### src/logic/pport_pkg.sv
/*
 * constants shared by the parallel port control block: register indices,
 * control field positions, reset values and handshake cycle counts.
 * assumes a single 50 MHz core clock and an 8-bit register port.
 */
package pport_pkg;

    // ------------------------------------------------------------
    // register indices on the register port
    // ------------------------------------------------------------
    localparam int         ADDR_W       = 4;
    localparam logic [3:0] OFF_GEN_CTRL = 4'h0;
    localparam logic [3:0] OFF_STATUS   = 4'h1;
    localparam logic [3:0] OFF_CTRL_A   = 4'h2;  // port b at +1
    localparam logic [3:0] OFF_DDR_A    = 4'h4;  // port b at +1
    localparam logic [3:0] OFF_DATA_A   = 4'h6;  // port b at +1
    localparam logic [3:0] OFF_ALT_A    = 4'h8;  // port b at +1

    // ------------------------------------------------------------
    // reset values
    // ------------------------------------------------------------
    localparam logic [7:0] CTRL_RESET   = 8'h00;
    localparam logic [7:0] GEN_RESET    = 8'h00;
    localparam logic [7:0] DDR_RESET    = 8'h00;

    // ------------------------------------------------------------
    // port control field positions
    // ------------------------------------------------------------
    localparam int SUB_HI       = 7;
    localparam int SUB_LO       = 6;
    localparam int FN_HI        = 5;
    localparam int FN_LO        = 3;
    localparam int AUX_IE_BIT   = 2;
    localparam int SVC_BIT      = 1;

    // ------------------------------------------------------------
    // general control field positions (sense bits 2p strobe, 2p+1 aux)
    // ------------------------------------------------------------
    localparam int GEN_EN_A     = 4;  // port b enable at +1
    localparam int GEN_DMA_EN   = 6;
    localparam int GEN_DMA_SEL  = 7;

    // ------------------------------------------------------------
    // submodes, aux pin functions and counts
    // ------------------------------------------------------------
    localparam logic [1:0] SUB_DBL_IN   = 2'h0;
    localparam logic [1:0] SUB_DBL_OUT  = 2'h1;
    localparam logic [2:0] FN_ASSERTED  = 3'h5;
    localparam logic [2:0] FN_PULSED    = 3'h7;
    localparam logic [2:0] PULSE_CYC    = 3'h4;
    localparam logic [1:0] DMA_CYC      = 2'h3;

endpackage : pport_pkg

### src/logic/pport_ctrl.sv
/*
 * port a and b control logic for the unidirectional 8-bit mode:
 * control registers, double-buffered input with aux pin options,
 * direction-steered data paths, alternate pin reads, service requests.
 * assumes pins and the register port are synchronous to CORE_CLK
 * except strobe and aux inputs, which are synchronised here.
 */
`timescale 1ns/1ps

module pport_ctrl
    import pport_pkg::*;
(
    input  wire logic              CORE_CLK,
    input  wire logic              RST,
    input  wire logic [ADDR_W-1:0] REG_ADDR,
    input  wire logic              REG_WR,
    input  wire logic              REG_RD,
    input  wire logic [7:0]        REG_WDATA,
    output logic      [7:0]        REG_RDATA,
    input  wire logic [7:0]        PORT_A_DATA_IN,
    output logic      [7:0]        PORT_A_DATA_OUT,
    output logic      [7:0]        PORT_A_DATA_OE,
    input  wire logic [7:0]        PORT_B_DATA_IN,
    output logic      [7:0]        PORT_B_DATA_OUT,
    output logic      [7:0]        PORT_B_DATA_OE,
    input  wire logic              PORT_A_STROBE_PIN,
    input  wire logic              PORT_A_AUX_PIN_IN,
    output logic                   PORT_A_AUX_PIN_OUT,
    output logic                   PORT_A_AUX_PIN_OE,
    input  wire logic              PORT_B_STROBE_PIN,
    input  wire logic              PORT_B_AUX_PIN_IN,
    output logic                   PORT_B_AUX_PIN_OUT,
    output logic                   PORT_B_AUX_PIN_OE,
    output logic                   PORT_IRQ,
    output logic                   DMA_REQUEST_PIN
);

    // ------------------------------------------------------------
    // shared state and per-port views
    // ------------------------------------------------------------
    logic [7:0] gen_ctrl_r;
    logic [7:0] rdata_r;
    logic       irq_r;
    logic       dma_r;
    logic [1:0] dma_cnt_r;
    logic [7:0] pin_in    [2];
    logic       stb_pin   [2];
    logic       aux_in    [2];
    logic [7:0] ctrl_w    [2];
    logic [7:0] ddr_w     [2];
    logic [7:0] fol_w     [2];
    logic [7:0] dread_w   [2];
    logic       aux_out_w [2];
    logic       aux_oe_w  [2];
    logic [3:0] status_w;
    logic [1:0] irq_w;
    logic [1:0] dma_trig_w;

    assign pin_in[0]          = PORT_A_DATA_IN;
    assign pin_in[1]          = PORT_B_DATA_IN;
    assign stb_pin[0]         = PORT_A_STROBE_PIN;
    assign stb_pin[1]         = PORT_B_STROBE_PIN;
    assign aux_in[0]          = PORT_A_AUX_PIN_IN;
    assign aux_in[1]          = PORT_B_AUX_PIN_IN;
    assign PORT_A_DATA_OUT    = fol_w[0];
    assign PORT_B_DATA_OUT    = fol_w[1];
    assign PORT_A_DATA_OE     = ddr_w[0];
    assign PORT_B_DATA_OE     = ddr_w[1];
    assign PORT_A_AUX_PIN_OUT = aux_out_w[0];
    assign PORT_B_AUX_PIN_OUT = aux_out_w[1];
    assign PORT_A_AUX_PIN_OE  = aux_oe_w[0];
    assign PORT_B_AUX_PIN_OE  = aux_oe_w[1];
    assign REG_RDATA          = rdata_r;
    assign PORT_IRQ           = irq_r;
    assign DMA_REQUEST_PIN    = dma_r;

    // general control: enables, sense bits, dma routing
    // sense bits reset
    always_ff @(posedge CORE_CLK or posedge RST)
    begin
        if (RST)
            gen_ctrl_r <= GEN_RESET;
        else if (REG_WR && REG_ADDR == OFF_GEN_CTRL)
            gen_ctrl_r <= REG_WDATA;
    end

    // ------------------------------------------------------------
    // per-port logic
    // ------------------------------------------------------------
    for (genvar p = 0; p < 2; p++)
    begin : g_port
        logic [7:0] ctrl_r, ddr_r, fol_r, iol_r, il_r, fil_r;
        logic       fol_full_r, iol_full_r, il_full_r, fil_full_r;
        logic [2:0] stb_sync_r, aux_sync_r;
        logic       asrt_r, armed_r, aux_flag_r, aux_pin_r, aux_oe_r;
        logic [2:0] cnt_r;
        logic       asrt_nxt, armed_nxt;
        logic [2:0] cnt_nxt;
        logic       en, stb_sense, aux_sense, stb_edge, aux_edge;
        logic       sub_in, sub_out, hs_fn, room, accept, take, pop;
        logic       wr_data, rd_data, wr_stat;
        logic [1:0] sub;
        logic [2:0] fn;

        assign en        = gen_ctrl_r[GEN_EN_A + p];
        assign stb_sense = gen_ctrl_r[2*p];
        assign aux_sense = gen_ctrl_r[2*p + 1];
        assign sub       = ctrl_r[SUB_HI:SUB_LO];
        assign fn        = ctrl_r[FN_HI:FN_LO];
        assign sub_in    = (sub == SUB_DBL_IN);
        assign sub_out   = (sub == SUB_DBL_OUT);
        assign hs_fn     = fn[2] & fn[1];
        assign room      = ~(il_full_r & fil_full_r);
        assign wr_data   = REG_WR && REG_ADDR == OFF_DATA_A + 4'(p);
        assign rd_data   = REG_RD && REG_ADDR == OFF_DATA_A + 4'(p);
        assign wr_stat   = REG_WR && REG_ADDR == OFF_STATUS
                           && REG_WDATA[2*p + 1];

        // edges taken from synchronised stages only, sense applied
        // asserted level
        // sense 0 means asserted low, so the pin is xor-ed with ~sense
        assign stb_edge = ~(stb_sync_r[1] ^ stb_sense)
                          & (stb_sync_r[2] ^ stb_sense);
        assign aux_edge = ~(aux_sync_r[1] ^ aux_sense)
                          & (aux_sync_r[2] ^ aux_sense);

        // strobe capture; with a handshake aux function, ignored until armed
        assign accept = en & sub_in & stb_edge & (~hs_fn | armed_r);
        // peripheral takes the output latch in the double-buffered output
        assign take   = en & sub_out & stb_edge & fol_full_r;
        assign pop    = rd_data & sub_in & fil_full_r;

        // two-stage synchronisers, third stage for edges
        always_ff @(posedge CORE_CLK or posedge RST)
        begin
            if (RST)
            begin
                stb_sync_r <= 3'h0;
                aux_sync_r <= 3'h0;
            end
            else
            begin
                stb_sync_r <= {stb_sync_r[1:0], stb_pin[p]};
                aux_sync_r <= {aux_sync_r[1:0], aux_in[p]};
            end
        end

        // control register; read has no effect
        // field layout fixed by the constants above
        always_ff @(posedge CORE_CLK or posedge RST)
        begin
            if (RST)
                ctrl_r <= CTRL_RESET;
            else if (REG_WR && REG_ADDR == OFF_CTRL_A + 4'(p))
                ctrl_r <= REG_WDATA;
        end

        // direction register
        always_ff @(posedge CORE_CLK or posedge RST)
        begin
            if (RST)
                ddr_r <= DDR_RESET;
            else if (REG_WR && REG_ADDR == OFF_DDR_A + 4'(p))
                ddr_r <= REG_WDATA;
        end

        // output latches; a write touches handshake state only in enabled double-buffered output
        // single or double buffered; single latch
        always_ff @(posedge CORE_CLK or posedge RST)
        begin
            if (RST)
            begin
                fol_r      <= 8'h00;
                iol_r      <= 8'h00;
                fol_full_r <= 1'b0;
                iol_full_r <= 1'b0;
            end
            else if (!sub_out)
            begin
                fol_full_r <= 1'b0;
                iol_full_r <= 1'b0;
                if (wr_data)
                    fol_r <= REG_WDATA;
            end
            else if (!en)
            begin
                fol_full_r <= 1'b0;
                iol_full_r <= 1'b0;
                if (wr_data)
                    fol_r <= REG_WDATA;
            end
            else if (take)
            begin
                fol_full_r <= iol_full_r | wr_data;
                iol_full_r <= 1'b0;
                if (iol_full_r)
                    fol_r <= iol_r;
                else if (wr_data)
                    fol_r <= REG_WDATA;
                if (iol_full_r && wr_data)
                begin
                    iol_r      <= REG_WDATA;
                    iol_full_r <= 1'b1;
                end
            end
            else if (wr_data)
            begin
                if (!fol_full_r)
                begin
                    fol_r      <= REG_WDATA;
                    fol_full_r <= 1'b1;
                end
                else
                begin
                    iol_r      <= REG_WDATA;   // newest write wins
                    iol_full_r <= 1'b1;
                end
            end
        end

        // double-buffered input: fil is read first, il backs it up
        // disabled means empty
        always_ff @(posedge CORE_CLK or posedge RST)
        begin
            if (RST)
            begin
                il_r       <= 8'h00;
                fil_r      <= 8'h00;
                il_full_r  <= 1'b0;
                fil_full_r <= 1'b0;
            end
            else if (!en || !sub_in)
            begin
                il_full_r  <= 1'b0;
                fil_full_r <= 1'b0;
            end
            else
            begin
                case ({pop, accept})
                    2'b10:
                    begin
                        fil_r      <= il_r;
                        fil_full_r <= il_full_r;
                        il_full_r  <= 1'b0;
                    end
                    2'b01:
                    begin
                        if (!fil_full_r)
                        begin
                            fil_r      <= pin_in[p];
                            fil_full_r <= 1'b1;
                        end
                        else if (!il_full_r)
                        begin
                            il_r      <= pin_in[p];
                            il_full_r <= 1'b1;
                        end
                    end
                    2'b11:
                    begin
                        fil_full_r <= 1'b1;
                        if (il_full_r)
                        begin
                            fil_r <= il_r;
                            il_r  <= pin_in[p];
                        end
                        else
                            fil_r <= pin_in[p];
                    end
                    default:
                    begin
                        fil_full_r <= fil_full_r;
                    end
                endcase
            end
        end

        // aux pin next state; hardware cannot negate asynchronously,
        // so the strobe edge negates it on the edge-detect cycle
        always_comb
        begin
            asrt_nxt  = 1'b0;
            armed_nxt = 1'b0;
            cnt_nxt   = 3'h0;
            if (!fn[2])
                asrt_nxt = 1'b0;
            else if (!hs_fn)
                asrt_nxt = (fn == FN_ASSERTED);
            else if (!en || !sub_in || !room || accept)
                asrt_nxt = 1'b0;
            else if (!armed_r)
            begin
                asrt_nxt  = 1'b1;
                armed_nxt = 1'b1;
                cnt_nxt   = 3'h1;
            end
            else
            begin
                armed_nxt = 1'b1;
                asrt_nxt  = asrt_r;
                cnt_nxt   = cnt_r;
                if (cnt_r < PULSE_CYC)
                    cnt_nxt = cnt_r + 3'h1;
                else if (fn == FN_PULSED)
                    asrt_nxt = 1'b0;
            end
        end

        // aux pin registers, level includes the sense bit
        // 0XX is an input, else driven
        always_ff @(posedge CORE_CLK or posedge RST)
        begin
            if (RST)
            begin
                asrt_r    <= 1'b0;
                armed_r   <= 1'b0;
                cnt_r     <= 3'h0;
                aux_pin_r <= 1'b0;
                aux_oe_r  <= 1'b0;
            end
            else
            begin
                asrt_r    <= asrt_nxt;
                armed_r   <= armed_nxt;
                cnt_r     <= cnt_nxt;
                aux_pin_r <= ~(asrt_nxt ^ aux_sense);
                aux_oe_r  <= fn[2];
            end
        end

        // aux status flag; a new edge beats a same-cycle clear write
        // status input flag; clear otherwise
        always_ff @(posedge CORE_CLK or posedge RST)
        begin
            if (RST)
                aux_flag_r <= 1'b0;
            else if (!en || fn[2])
                aux_flag_r <= 1'b0;
            else if (aux_edge)
                aux_flag_r <= 1'b1;
            else if (wr_stat)
                aux_flag_r <= 1'b0;
        end

        assign status_w[2*p]     = sub_in & fil_full_r;
        assign status_w[2*p + 1] = aux_flag_r;

        // request gating; dma-routed strobe leaves the irq
        assign irq_w[p] = (aux_flag_r & ctrl_r[AUX_IE_BIT])
                          | (status_w[2*p] & ctrl_r[SVC_BIT]
                             & ~(gen_ctrl_r[GEN_DMA_EN]
                                 & gen_ctrl_r[GEN_DMA_SEL] == 1'(p)));
        // one port, never in bit i/o
        assign dma_trig_w[p] = (accept | take) & ctrl_r[SVC_BIT]
                               & ~ctrl_r[SUB_HI]
                               & gen_ctrl_r[GEN_DMA_EN]
                               & (gen_ctrl_r[GEN_DMA_SEL] == 1'(p));

        assign dread_w[p] = (ddr_r & fol_r)
                            | (~ddr_r & (sub_in ? fil_r : pin_in[p]));
        assign ctrl_w[p]    = ctrl_r;
        assign ddr_w[p]     = ddr_r;   // driver enable
        assign fol_w[p]     = fol_r;
        assign aux_out_w[p] = aux_pin_r;
        assign aux_oe_w[p]  = aux_oe_r;
    end

    // ------------------------------------------------------------
    // register read, request outputs
    // ------------------------------------------------------------

    // read data registered one cycle after REG_RD; unmapped reads zero
    always_ff @(posedge CORE_CLK or posedge RST)
    begin
        if (RST)
            rdata_r <= 8'h00;
        else if (REG_RD)
        begin
            case (REG_ADDR)
                OFF_GEN_CTRL:    rdata_r <= gen_ctrl_r;
                OFF_STATUS:      rdata_r <= {4'h0, status_w};
                OFF_CTRL_A:      rdata_r <= ctrl_w[0];
                OFF_CTRL_A+4'h1: rdata_r <= ctrl_w[1];
                OFF_DDR_A:       rdata_r <= ddr_w[0];
                OFF_DDR_A+4'h1:  rdata_r <= ddr_w[1];
                OFF_DATA_A:      rdata_r <= dread_w[0];
                OFF_DATA_A+4'h1: rdata_r <= dread_w[1];
                OFF_ALT_A:       rdata_r <= pin_in[0];
                OFF_ALT_A+4'h1:  rdata_r <= pin_in[1];
                default:         rdata_r <= 8'h00;
            endcase
        end
    end

    // one request line shared by both ports
    always_ff @(posedge CORE_CLK or posedge RST)
    begin
        if (RST)
            irq_r <= 1'b0;
        else
            irq_r <= |irq_w;
    end

    // dma pulse of fixed length; a retrigger restarts it
    always_ff @(posedge CORE_CLK or posedge RST)
    begin
        if (RST)
        begin
            dma_r     <= 1'b0;
            dma_cnt_r <= 2'h0;
        end
        else if (|dma_trig_w)
        begin
            dma_r     <= 1'b1;
            dma_cnt_r <= DMA_CYC - 2'h1;
        end
        else if (dma_cnt_r != 2'h0)
            dma_cnt_r <= dma_cnt_r - 2'h1;
        else
            dma_r <= 1'b0;
    end

endmodule : pport_ctrl

### config.mk
export PLATFORM = sky130hd
export DESIGN_NAME = pport_ctrl
export DESIGN_NICKNAME = d
export VERILOG_FILES = /design/src/logic/pport_pkg.sv /design/src/logic/pport_ctrl.sv
export SDC_FILE = /design/constraint.sdc
export NUM_CORES = 1
export LEC_CHECK = 0
export ABC_AREA = 1
export BUFFER_PORTS_ARGS = -buffer_cell sky130_fd_sc_hd__buf_4
export CAP_MARGIN = 20
export CORE_MARGIN = 4
export CORE_UTILIZATION = 38
export DETAILED_ROUTE_END_ITERATION = 8
export PLACE_DENSITY = 0.59
export SYNTH_ARGS = -nofsm -noshare
export SYNTH_HDL_FRONTEND = slang
export SYNTH_SLANG_ARGS = --single-unit
### constraint.sdc
create_clock -name CORE_CLK -period 10.05 [get_ports CORE_CLK]
set_input_delay 0.5025 -clock CORE_CLK [delete_from_list [all_inputs] [get_ports CORE_CLK]]
set_output_delay 0.5025 -clock CORE_CLK [all_outputs]
set_load 0.1 [all_outputs]
==> results by group, run 1 <==
Pwr
  • Gate power share: 36.6%
  • Power Density: about 240 nW/um2
  • Clock share of power: between 20% and 30%
  • Net switching power: about 0.0011 W
  • Internal Power: 0.00128 W
  • Worst VDD drop: ~0.22 mV
  • Seq pwr share: 36.1%
  • Leakage: approximately 5.1 nW
  • Switching Fraction: between 40% and 50%

Drt
  • Vias: between 8k and 9k
  • DR vias/cell: 5.20
  • Final WL: around 26000 um
  • First DRT Iteration DRCs: 610
  • 1st-pass router iterations: 5
  • Final ANT Viol Nets: 0
  • DRC: 0
  • Wire length per cell: 16.7 um

Worst setup path
  • WS Path Type: flop to flop
  • Family with the most delay on the worst path: simple AND/OR/NAND/NOR gates
  • Worst reg2reg endpoint: g_port[1].fil_r[4]
  • CP max FO: 12
  • Crit-path cells: nor2_1, nand2_1, inv_2, nand2_1, nor2_1, nand2_1, nand2_1, nand2_2, inv_2, nand2_1, nand2_1
  • Critical Path End Type: flop
  • Crit path to: g_port[1].fil_r[4]
  • Reg2reg start: g_port[1].ctrl_r[6]
  • Critical Path Start Type: flop
  • Reg2Reg Depth: 11
  • Critical Path AT: 3060 ps
  • R2R Setup Slk: 7350 ps
  • Critical path depth in cells: 11
  • CP required: 10420 ps
  • Slowest-stage cell, CP: nor2_1
  • Number of buffers and inverters on the critical path: 2
  • Worst Setup SP: g_port[1].ctrl_r[6]
  • CP peak stage delay: 570 ps
  • Most frequent CP cell: nand2_1

Floorplan
  • Die ar.: 25100 um2
  • Initial Util: about two fifths
  • Die Wd: 158 um
  • Chip Height: 158 um
  • Rows: 54
  • Core area: 22000 um2
  • Io pins: 82

Cells and area
  • Nets: between 1k and 1.5k
  • Area growth, synth to finish: 16.0%
  • Share of cells above drive strength 1: 14.7%
  • Antenna Diode Count: 0

Clock network
  • TritonCTS sink count: 152
  • Post-CTS setup buffer count: 0
  • TritonCTS clock tree: built
  • Clock buffer depth: 2
  • Post_cts resized: 0
  • Root Driver: clkbuf_16
  • CTS H-tree depth: 4
  • Hold_buf cts: 0
  • TritonCTS Buffers: 17
  • Clock Pin Slew Worst Setup and Hold Paths: 60 ps
  • Worst skew pair latency: 440 ps

STA
  • RSZ-0062 raised after global routing: no
  • Minimum clock period: 2700 ps
  • Final period util: 26.8%
  • Fmax: 371 MHz
  • Fin Clk Skew: about 7 ps
  • Final Hold Fails: 0
  • Worst-Margin Slew: 862 ps
  • Slew headroom: roughly 43%
  • Final worst-path setup slack: 7350 ps
  • Setup_tns: 0 ps
  • Setup-failing EPs final: 0
  • Final Slew Violations: 0

Placement
  • Detailed Place HPWL: between 15000 and 20000 um
  • Port Buf Inserts: 81
  • GP Congestion: 0.941
  • Dpl ws: 7370 ps

Synth
  • Avg Cell Area, Syn: 7.09 um2
  • Yosys reg bits: 152
  • Yosys cell types: 36
  • Synth Cell Area: 8600 um2
  • Syn nets: 1252
  • Cells after synthesis: 1213
  • Ys Warns: 0
  • Register area share after synthesis: about 44%

Global route
  • Busiest grt layer: met2
  • Grt met3 use: 4.24%
  • GRT overflow: 0
  • Total track usage: 21.7%
  • Largest net degree at the start of global routing: 87
  • Number of global-route vias before repair: about 7.6k
  • GRT met2 Usage: roughly 32%
  • First-pass GRT wire length: 41800 um
  • Initial antenna violation count: 0
  • M1 GR Usage: ~32%

Flow run
  • Max-cap violation count: 0

Min path
  • HP Class: primary input to flop

Status
  • Outcome: finished clean
==> worst min path at each step <==
stage / from / end / slack (ps) / cells past startpoint
finish: PORT_A_AUX_PIN_IN / g_port[0].aux_sync_r[0] / 170 / 1
detailed placement: g_port[1].stb_sync_r[0] / g_port[1].stb_sync_r[1] / 340 / 0
global placement: g_port[0].aux_sync_r[0] / g_port[0].aux_sync_r[1] / 340 / 0
floorplan: g_port[0].aux_sync_r[0] / g_port[0].aux_sync_r[1] / 330 / 0
global route: PORT_B_AUX_PIN_IN / g_port[1].aux_sync_r[0] / 150 / 1
CTS: PORT_A_AUX_PIN_IN / g_port[0].aux_sync_r[0] / 150 / 1
==> worst reg2reg max path, stage by stage (launching register included) <==
cell	delay, ps
dfrtp_1	430
nor2_1	550
nand2_1	250
inv_2	150
nand2_1	60
nor2_1	570
nand2_1	100
nand2_1	100
nand2_2	140
inv_2	150
nand2_1	70
nand2_1	60
==> metal layers <==
layer / vias up / part of all wire, %
li1: 4029 / -
met1: 3860 / 47
met2: 264 / 44
met3: 37 / 7.2
met5: - / 0
met4: 0 / 1.7
==> cell families (layout without fill, tap and decap cells) <==
group / Yosys count / after routing / share of synthesized area, %
buffers and inverters: 136 / 219 / 6.65
AND/OR/NAND/NOR: 720 / 720 / 36.2
AO/OA/AOI/OAI: 202 / 202 / 12.5
adder cells (fa/ha/maj): 3 / 3 / 0.437
flip-flops: 152 / 152 / 44.2
==> cell type report <==
| class | instances | area, um2 |
|---|---|---|
| fill | 2285 | 12100 |
| multi-input combinational | 925 | 4220 |
| tap | 280 | 350 |
| clock inverter | 14 | 149 |
| clock buffer | 17 | 425 |
| sequential | 152 | 3800 |
| inverter | 106 | 408 |
| timing repair buffer | 82 | 616 |
==> flip-flops by register name, summed over array words and instances, names as in the netlist, 8 cells and up <==
signal and count:
g_port.fil_r 16, PORT_B_DATA_OUT 8, g_port.iol_r 16, g_port.ctrl_r 16
gen_ctrl_r 8, PORT_A_DATA_OUT 8, g_port.il_r 16, PORT_B_DATA_OE 8
REG_RDATA 8, PORT_A_DATA_OE 8
==> placed cells by master (no fill, tap or decap), types with 16 or more instances in the layout <==
cell type	instances
a21oi_1	62
buf_4	82
clkbuf_16	17
dfrtp_1	152
inv_1	82
inv_2	21
nand2_1	442
nand3_1	90
nor2_1	111
o21ai_0	113
o21ai_1	16
or2_2	18
==> cell usage after synthesis <==
library cell    n  area (um2)
nand2_2        11        68.8
clkbuf_2        1        5.00
or2_0           2        12.5
nand3b_1        6        45.0
buf_2           7        35.0
nand2_4         1        11.3
nand3_1        90         450
clkinv_1        1        3.75
inv_6           1        8.76
nand2_8         1        20.0
nor2_8          4        80.1
or2_1           4        25.0
dfrtp_1       152        3800
o21ai_1        16        80.1
inv_2          21        78.8
nor2_4          4        45.0
o21a_1          2        15.0
nor2_1        111         417
nor3_1          7        35.0
buf_6           2        22.5
inv_1          83         312
clkbuf_1       15        56.3
nor2_2          8        50.1
a21oi_4         3        48.8
o211ai_2        2        25.0
nand2_1       442        1660
buf_12          1        20.0
a21oi_1        62         310
o21ai_0       113         566
o211ai_1        2        15.0
nand4_1         8        50.1
buf_4           4        30.0
o21bai_1        2        15.0
or2_2          18         113
nand3_2         3        30.0
ha_1            3        37.5
==> metrics by stage <==
| step | hold WS [ps] | utilization, % | instance area [um2] | std cells | total power (W) |
|---|---|---|---|---|---|
| finish | 171 | 45.3 | 9980 | 1576 | 0.00235 |
| global route | 152 | 45.3 | 9980 | 1576 | 0.00246 |
| CTS | 155 | 45.3 | 9980 | 1576 | 0.00236 |
| detailed placement | 336 | 42.7 | 9400 | 1545 | 0.00171 |
| global placement | 335 | 42.7 | 9400 | 1545 | 0.00170 |
| floorplan | 331 | - | 8600 | 1213 | 0.00147 |
==> power groups by stage <==
stage,clock (W),sequential [W],combinational (W)
2_1_floorplan,0,0.00120,0.000267
3_3_place_gp,0,0.000854,0.000850
3_5_place_dp,0,0.000853,0.000859
4_1_cts,0.000653,0.000844,0.000861
5_1_grt,0.000678,0.000862,0.000919
6_report,0.000641,0.000848,0.000858
(Power assumes the default switching activity.)
==> inputs of run 2 (changes only) <==
Clock period 10.05 ns to 2.8 ns, I/O delays scaled along.
==> run 2 against run 1 <==
- hold slack worse by 120 ps
- largest cell class unchanged
- largest power group unchanged
- register-to-register slack worse by 6700 ps
- worst setup slack got worse by 6700 ps
- routed wire length increased by 0.96%
==> results by group, run 2 (synthesis results as in run 1) <==
Pwr
  • Internal Power: roughly 0.0045 W
  • Net switching power: 0.00396 W
  • Leakage: 5.18 nW
  • Seq pwr share: 36.2%
  • Gate power share: 36.8%
  • Power Density: 837 nW/um2
  • Clock share of power: ~27%
  • Worst VDD drop: 0.781 mV
  • Switching Fraction: 47.0%

Clock network
  • Clock buffer depth: 2
  • CTS H-tree depth: 4
  • TritonCTS Buffers: 17
  • Worst skew pair latency: about 440 ps
  • TritonCTS sink count: 152
  • Root Driver: clkbuf_16
  • Clock Pin Slew Worst Setup and Hold Paths: 70 ps
  • Post-CTS setup buffer count: 0
  • TritonCTS clock tree: built

Placement
  • GP Congestion: 0.931
  • Detailed Place HPWL: ~20000 um
  • Port Buf Inserts: 81
  • Dpl cell area: 9460 um2

Global route
  • GRT overflow: 0
  • Largest net degree at the start of global routing: 98
  • First-pass GRT wire length: around 42000 um
  • Total track usage: 21.7%
  • Number of global-route vias before repair: 7579
  • Initial antenna violation count: 0

Flow run
  • Max-cap violation count: 0

Worst setup path
  • Critical Path Start Type: flop
  • WS Path Type: flop to flop
  • Critical Path AT: 2460 ps
  • CP required: 3130 ps
  • Critical Path End Type: flop
  • CP max FO: 16

Cells and area
  • Nets: 1334
  • Finished layout cell area: 10100 um2
  • Commonest non-fill, non-tap cell in the layout: nand2_1
  • Most frequent cells in the layout: nand2_1 (442), dfrtp_1 (152), o21ai_0 (113), nor2_1 (111), nand3_1 (90)
  • Share of cells above drive strength 1: roughly 15%
  • Area growth, synth to finish: 17.2%
  • # fillers: between 2k and 2.5k
  • Antenna Diode Count: 0
  • Multi-input gate area: 4220 um2
  • FF+latch area: 3800 um2

Floorplan
  • Initial Util: 39.0%
  • Rows: 54
  • Io pins: slightly above 80
  • Chip Height: 158 um
  • Core area: 22000 um2
  • Die ar.: 25100 um2
  • Die Wd: 158 um

STA
  • Fin Clk Skew: 12.4 ps
  • Setup-failing EPs final: 0
  • Final Slew Violations: 0
  • Final Hold Fails: 0
  • Minimum clock period: 2120 ps
  • Setup_tns: 0 ps
  • Final period util: 75.8%
  • Slew headroom: 52.3%
  • Worst-Margin Slew: 714 ps
  • RSZ-0062 raised after global routing: no
  • Fmax: between 400 and 500 MHz

Status
  • Outcome: finished clean

Drt
  • First DRT Iteration DRCs: between 600 and 700
  • Vias: roughly 8.2k
  • 1st-pass router iterations: 5
  • DR vias/cell: approximately 5.1
  • Wire length per cell: approximately 17 um
  • Final WL: 26600 um
  • DRC: 0
  • Final ANT Viol Nets: 0

Min path
  • HP Class: primary input to flop
==> run 2: metrics by stage <==
stage          utilization (%)  power (W)  setup WS (ps)  hold slack [ps]  std cells
2_1_floorplan                -    0.00528            743              171       1213
3_3_place_gp              42.9    0.00614            691              130       1551
3_5_place_dp              42.9    0.00617            703              136       1551
4_1_cts                   45.8    0.00847            694             36.9       1588
5_1_grt                   45.8    0.00886            375             69.3       1588
6_report                  45.8    0.00844            677             51.7       1588
==> run 2: final timing paths <==
check | startpoint | to | slack (ps) | depth (start not counted)
worst max-delay path | g_port[1].ctrl_r[6] | g_port[1].il_r[2] | 680 | 9
worst min-delay path | PORT_A_DATA_IN[7] | g_port[0].fil_r[7] | 50 | 5
max in group asynchronous | RST | g_port[1].il_r[0] | 1610 | 5
min in group asynchronous | RST | PORT_A_DATA_OUT[3] | 210 | 3
worst max register to register | g_port[1].ctrl_r[6] | g_port[1].il_r[2] | 680 | 9
worst min register to register | g_port[0].aux_sync_r[0] | g_port[0].aux_sync_r[1] | 350 | 0
==> run 2: power by group through the flow <==
stage / logic [W] / registers [W] / clock network (W)
finish: 0.00311 / 0.00305 / 0.00227
global route: 0.00333 / 0.00310 / 0.00242
CTS: 0.00311 / 0.00304 / 0.00232
global placement: 0.00307 / 0.00307 / 0
detailed placement: 0.00310 / 0.00307 / 0
floorplan: 0.000959 / 0.00432 / 0
==> run 2: cell type report <==
class / count / share of cell area [%]
clock buffers: 17 / 4.22
inverters: 106 / 4.03
multi-input cells: 925 / 41.9
well taps: 280 / 3.47
flip-flops and latches: 152 / 37.7
clock inverters: 15 / 1.48
repair buffers: 93 / 7.17
==> run 2: metal layers <==
layer / share of wire (%) / wire length (um) / GRT usage (%)
met5: 0 / 0 / 0
met4: 1.7 / 448 / 5.81
met3: 7.5 / 1990 / 4.97
met2: 43 / 11600 / 32.3
met1: 47 / 12600 / 31.9
==> run 2: timing repair <==
action,in CTS,in global routing
hold buffers,5,0
resized for setup,0,0
hold endpoints to repair,14,0
==> run 2: worst max-delay path, stage by stage, from the launching register on <==
cell	delay, ps
dfrtp_1	430
nor2_1	120
buf_4	180
nand2_1	130
nor2_1	140
nand2_2	240
nor2_2	490
o21ai_0	140
nand2_1	80
nand2_1	50
==> inputs of run 3 (changes only) <==
Clock period 2.8 ns to 2.04 ns, I/O delays scaled along.
==> run 3 against run 2 <==
- first-iteration DRC count is 0.44% lower
- worst setup slack worse by 510 ps
- flip-flop and latch count stayed put
- combinational power is 40% higher
- hold slack worse by 29 ps
- core utilization is 1.3 points higher
- via count is 1.5% higher
- critical path depth is 1 higher
- cell area is 2.8% higher
==> results by group, run 3 (synthesis results as in run 1) <==
Floorplan
  • Die ar.: 25100 um2
  • Rows: 54
  • Io pins: 82
  • Die Wd: roughly 160 um
  • Initial Util: just under 40%
  • Core area: 22000 um2
  • Chip Height: 158 um

Placement
  • Detailed Place HPWL: just over 20000 um
  • GP Congestion: 0.934
  • Port Buf Inserts: 81

Clock network
  • Worst skew pair latency: 420 ps
  • TritonCTS sink count: around 150
  • CTS H-tree depth: 4
  • TritonCTS Buffers: 17
  • Clock Pin Slew Worst Setup and Hold Paths: 60 ps
  • TritonCTS clock tree: built
  • Root Driver: clkbuf_16
  • Clock buffer depth: 2

Worst setup path
  • CP required: 2410 ps
  • Worst reg2reg endpoint: g_port[1].il_r[4]
  • Reg2Reg Depth: 10
  • Critical Path End Type: flop
  • Critical Path AT: 2240 ps
  • CP max FO: 9
  • WS Path Type: flop to flop
  • R2R Setup Slk: ~170 ps
  • Critical Path Start Type: flop
  • Reg2reg start: g_port[1].ctrl_r[6]

Global route
  • GRT overflow: 0
  • Total track usage: 22.2%
  • Initial antenna violation count: 1
  • Number of global-route vias before repair: just over 8k
  • Largest net degree at the start of global routing: 52
  • First-pass GRT wire length: 43200 um

STA
  • Worst-Margin Slew: 631 ps
  • Final Hold Fails: 0
  • RSZ-0062 raised after global routing: no
  • Setup_tns: 0 ps
  • Slew headroom: between 50 and 60%
  • Fmax: ~530 MHz
  • Final Slew Violations: 0
  • Setup-failing EPs final: 0
  • Minimum clock period: 1870 ps
  • Final period util: 91.9%
  • Fin Clk Skew: 5.41 ps

Status
  • Outcome: finished clean

Pwr
  • Leakage: 5.34 nW
  • Power Density: between 1000 and 1500 nW/um2
  • Worst VDD drop: 1.37 mV

Cells and area
  • Share of cells above drive strength 1: between 15 and 20%
  • Nets: between 1k and 1.5k
  • Antenna Diode Count: 0
  • Layout Utilization: 47.0%
  • Most frequent cells in the layout: nand2_1 (442), dfrtp_1 (152), o21ai_0 (113), buf_4 (113), nor2_1 (110)
  • # fillers: roughly 2.3k
  • Commonest non-fill, non-tap cell in the layout: nand2_1
  • Area growth, synth to finish: 20.5%

Drt
  • DRC: 0
  • Vias: 8300
  • Final WL: 26800 um
  • Final ANT Viol Nets: 0
  • Wire length per cell: about 17 um
  • DR vias/cell: approximately 5.1
  • First DRT Iteration DRCs: 677
  • 1st-pass router iterations: 7

Flow run
  • Max-cap violation count: 0

Min path
  • Hold path depth: 3
  • HP Class: primary input to flop
  • Worst Hold Endpoint: REG_RDATA[1]
  • Hold wc startpoint: REG_RD
## run 3: critical path, cell delays in order (launching register included)
cell     delay [ps]
dfrtp_1         380
buf_4           150
inv_1            50
nand2_1         140
nor2_1          280
nand3_2         200
nand2_1         190
a21oi_4         120
inv_2           160
nand2_1          70
nand2_1          60
## run 3: metal layers
layer  share of wire (%)  up-vias  wire length, um  global-route usage [%]
met5                   0        -                0                       0
met1                  46     3864            12300                    32.2
met3                 8.0       46             2140                    5.30
met4                 2.3        0              605                    6.34
li1                    -     4106                -                       -
met2                  44      284            11700                    33.2
## run 3: timing repair
item,CTS,global route
endpoints found under the setup margin,0,38
setup buffers,0,6
gates resized for setup,0,2
hold endpoints to repair,17,0
hold buffers,5,0
## run 3: area by class of cell
cell class / count / area (um2) / share of cell area [%]
clock inverters: 12 / 176 / 1.70
well taps: 280 / 350 / 3.38
clock buffers: 19 / 433 / 4.18
inverters: 106 / 407 / 3.93
multi-input cells: 925 / 4230 / 40.8
repair buffers: 121 / 958 / 9.25
flip-flops and latches: 152 / 3800 / 36.7
## run 3: worst max path at each step
stage / start / end / slack [ps] / depth (start not counted)
floorplan: RST / DMA_REQUEST_PIN / 20 / 1
global placement: gen_ctrl_r[0] / PORT_A_DATA_OUT[6] / 70 / 9
detailed placement: gen_ctrl_r[0] / PORT_A_DATA_OUT[4] / 40 / 9
CTS: gen_ctrl_r[0] / PORT_A_DATA_OUT[4] / 30 / 9
global route: gen_ctrl_r[0] / PORT_A_DATA_OUT[3] / 2 / 9
finish: g_port[1].ctrl_r[6] / g_port[1].il_r[4] / 170 / 10
## run 3: stage by stage
step / cell area [um2] / hold slack (ps) / worst slack, ps / instances / total power (W)
finish: 10400 / 22.4 / 165 / 1615 / 0.0119
global route: 10400 / 16.6 / 2.46 / 1615 / 0.0125
CTS: 10300 / 8.22 / 30.0 / 1609 / 0.0119
detailed placement: 9650 / 176 / 41.1 / 1573 / 0.00855
global placement: 9650 / 174 / 71.6 / 1573 / 0.00851
floorplan: 8600 / 133 / 21.1 / 1213 / 0.00724
## run 3: power breakdown
group          switching [W]  total [W]  internal, W  leakage (nW)
sequential          0.000638    0.00419      0.00355          1.93
clock                0.00129    0.00333      0.00204         0.293
combinational        0.00332    0.00434      0.00102          3.11
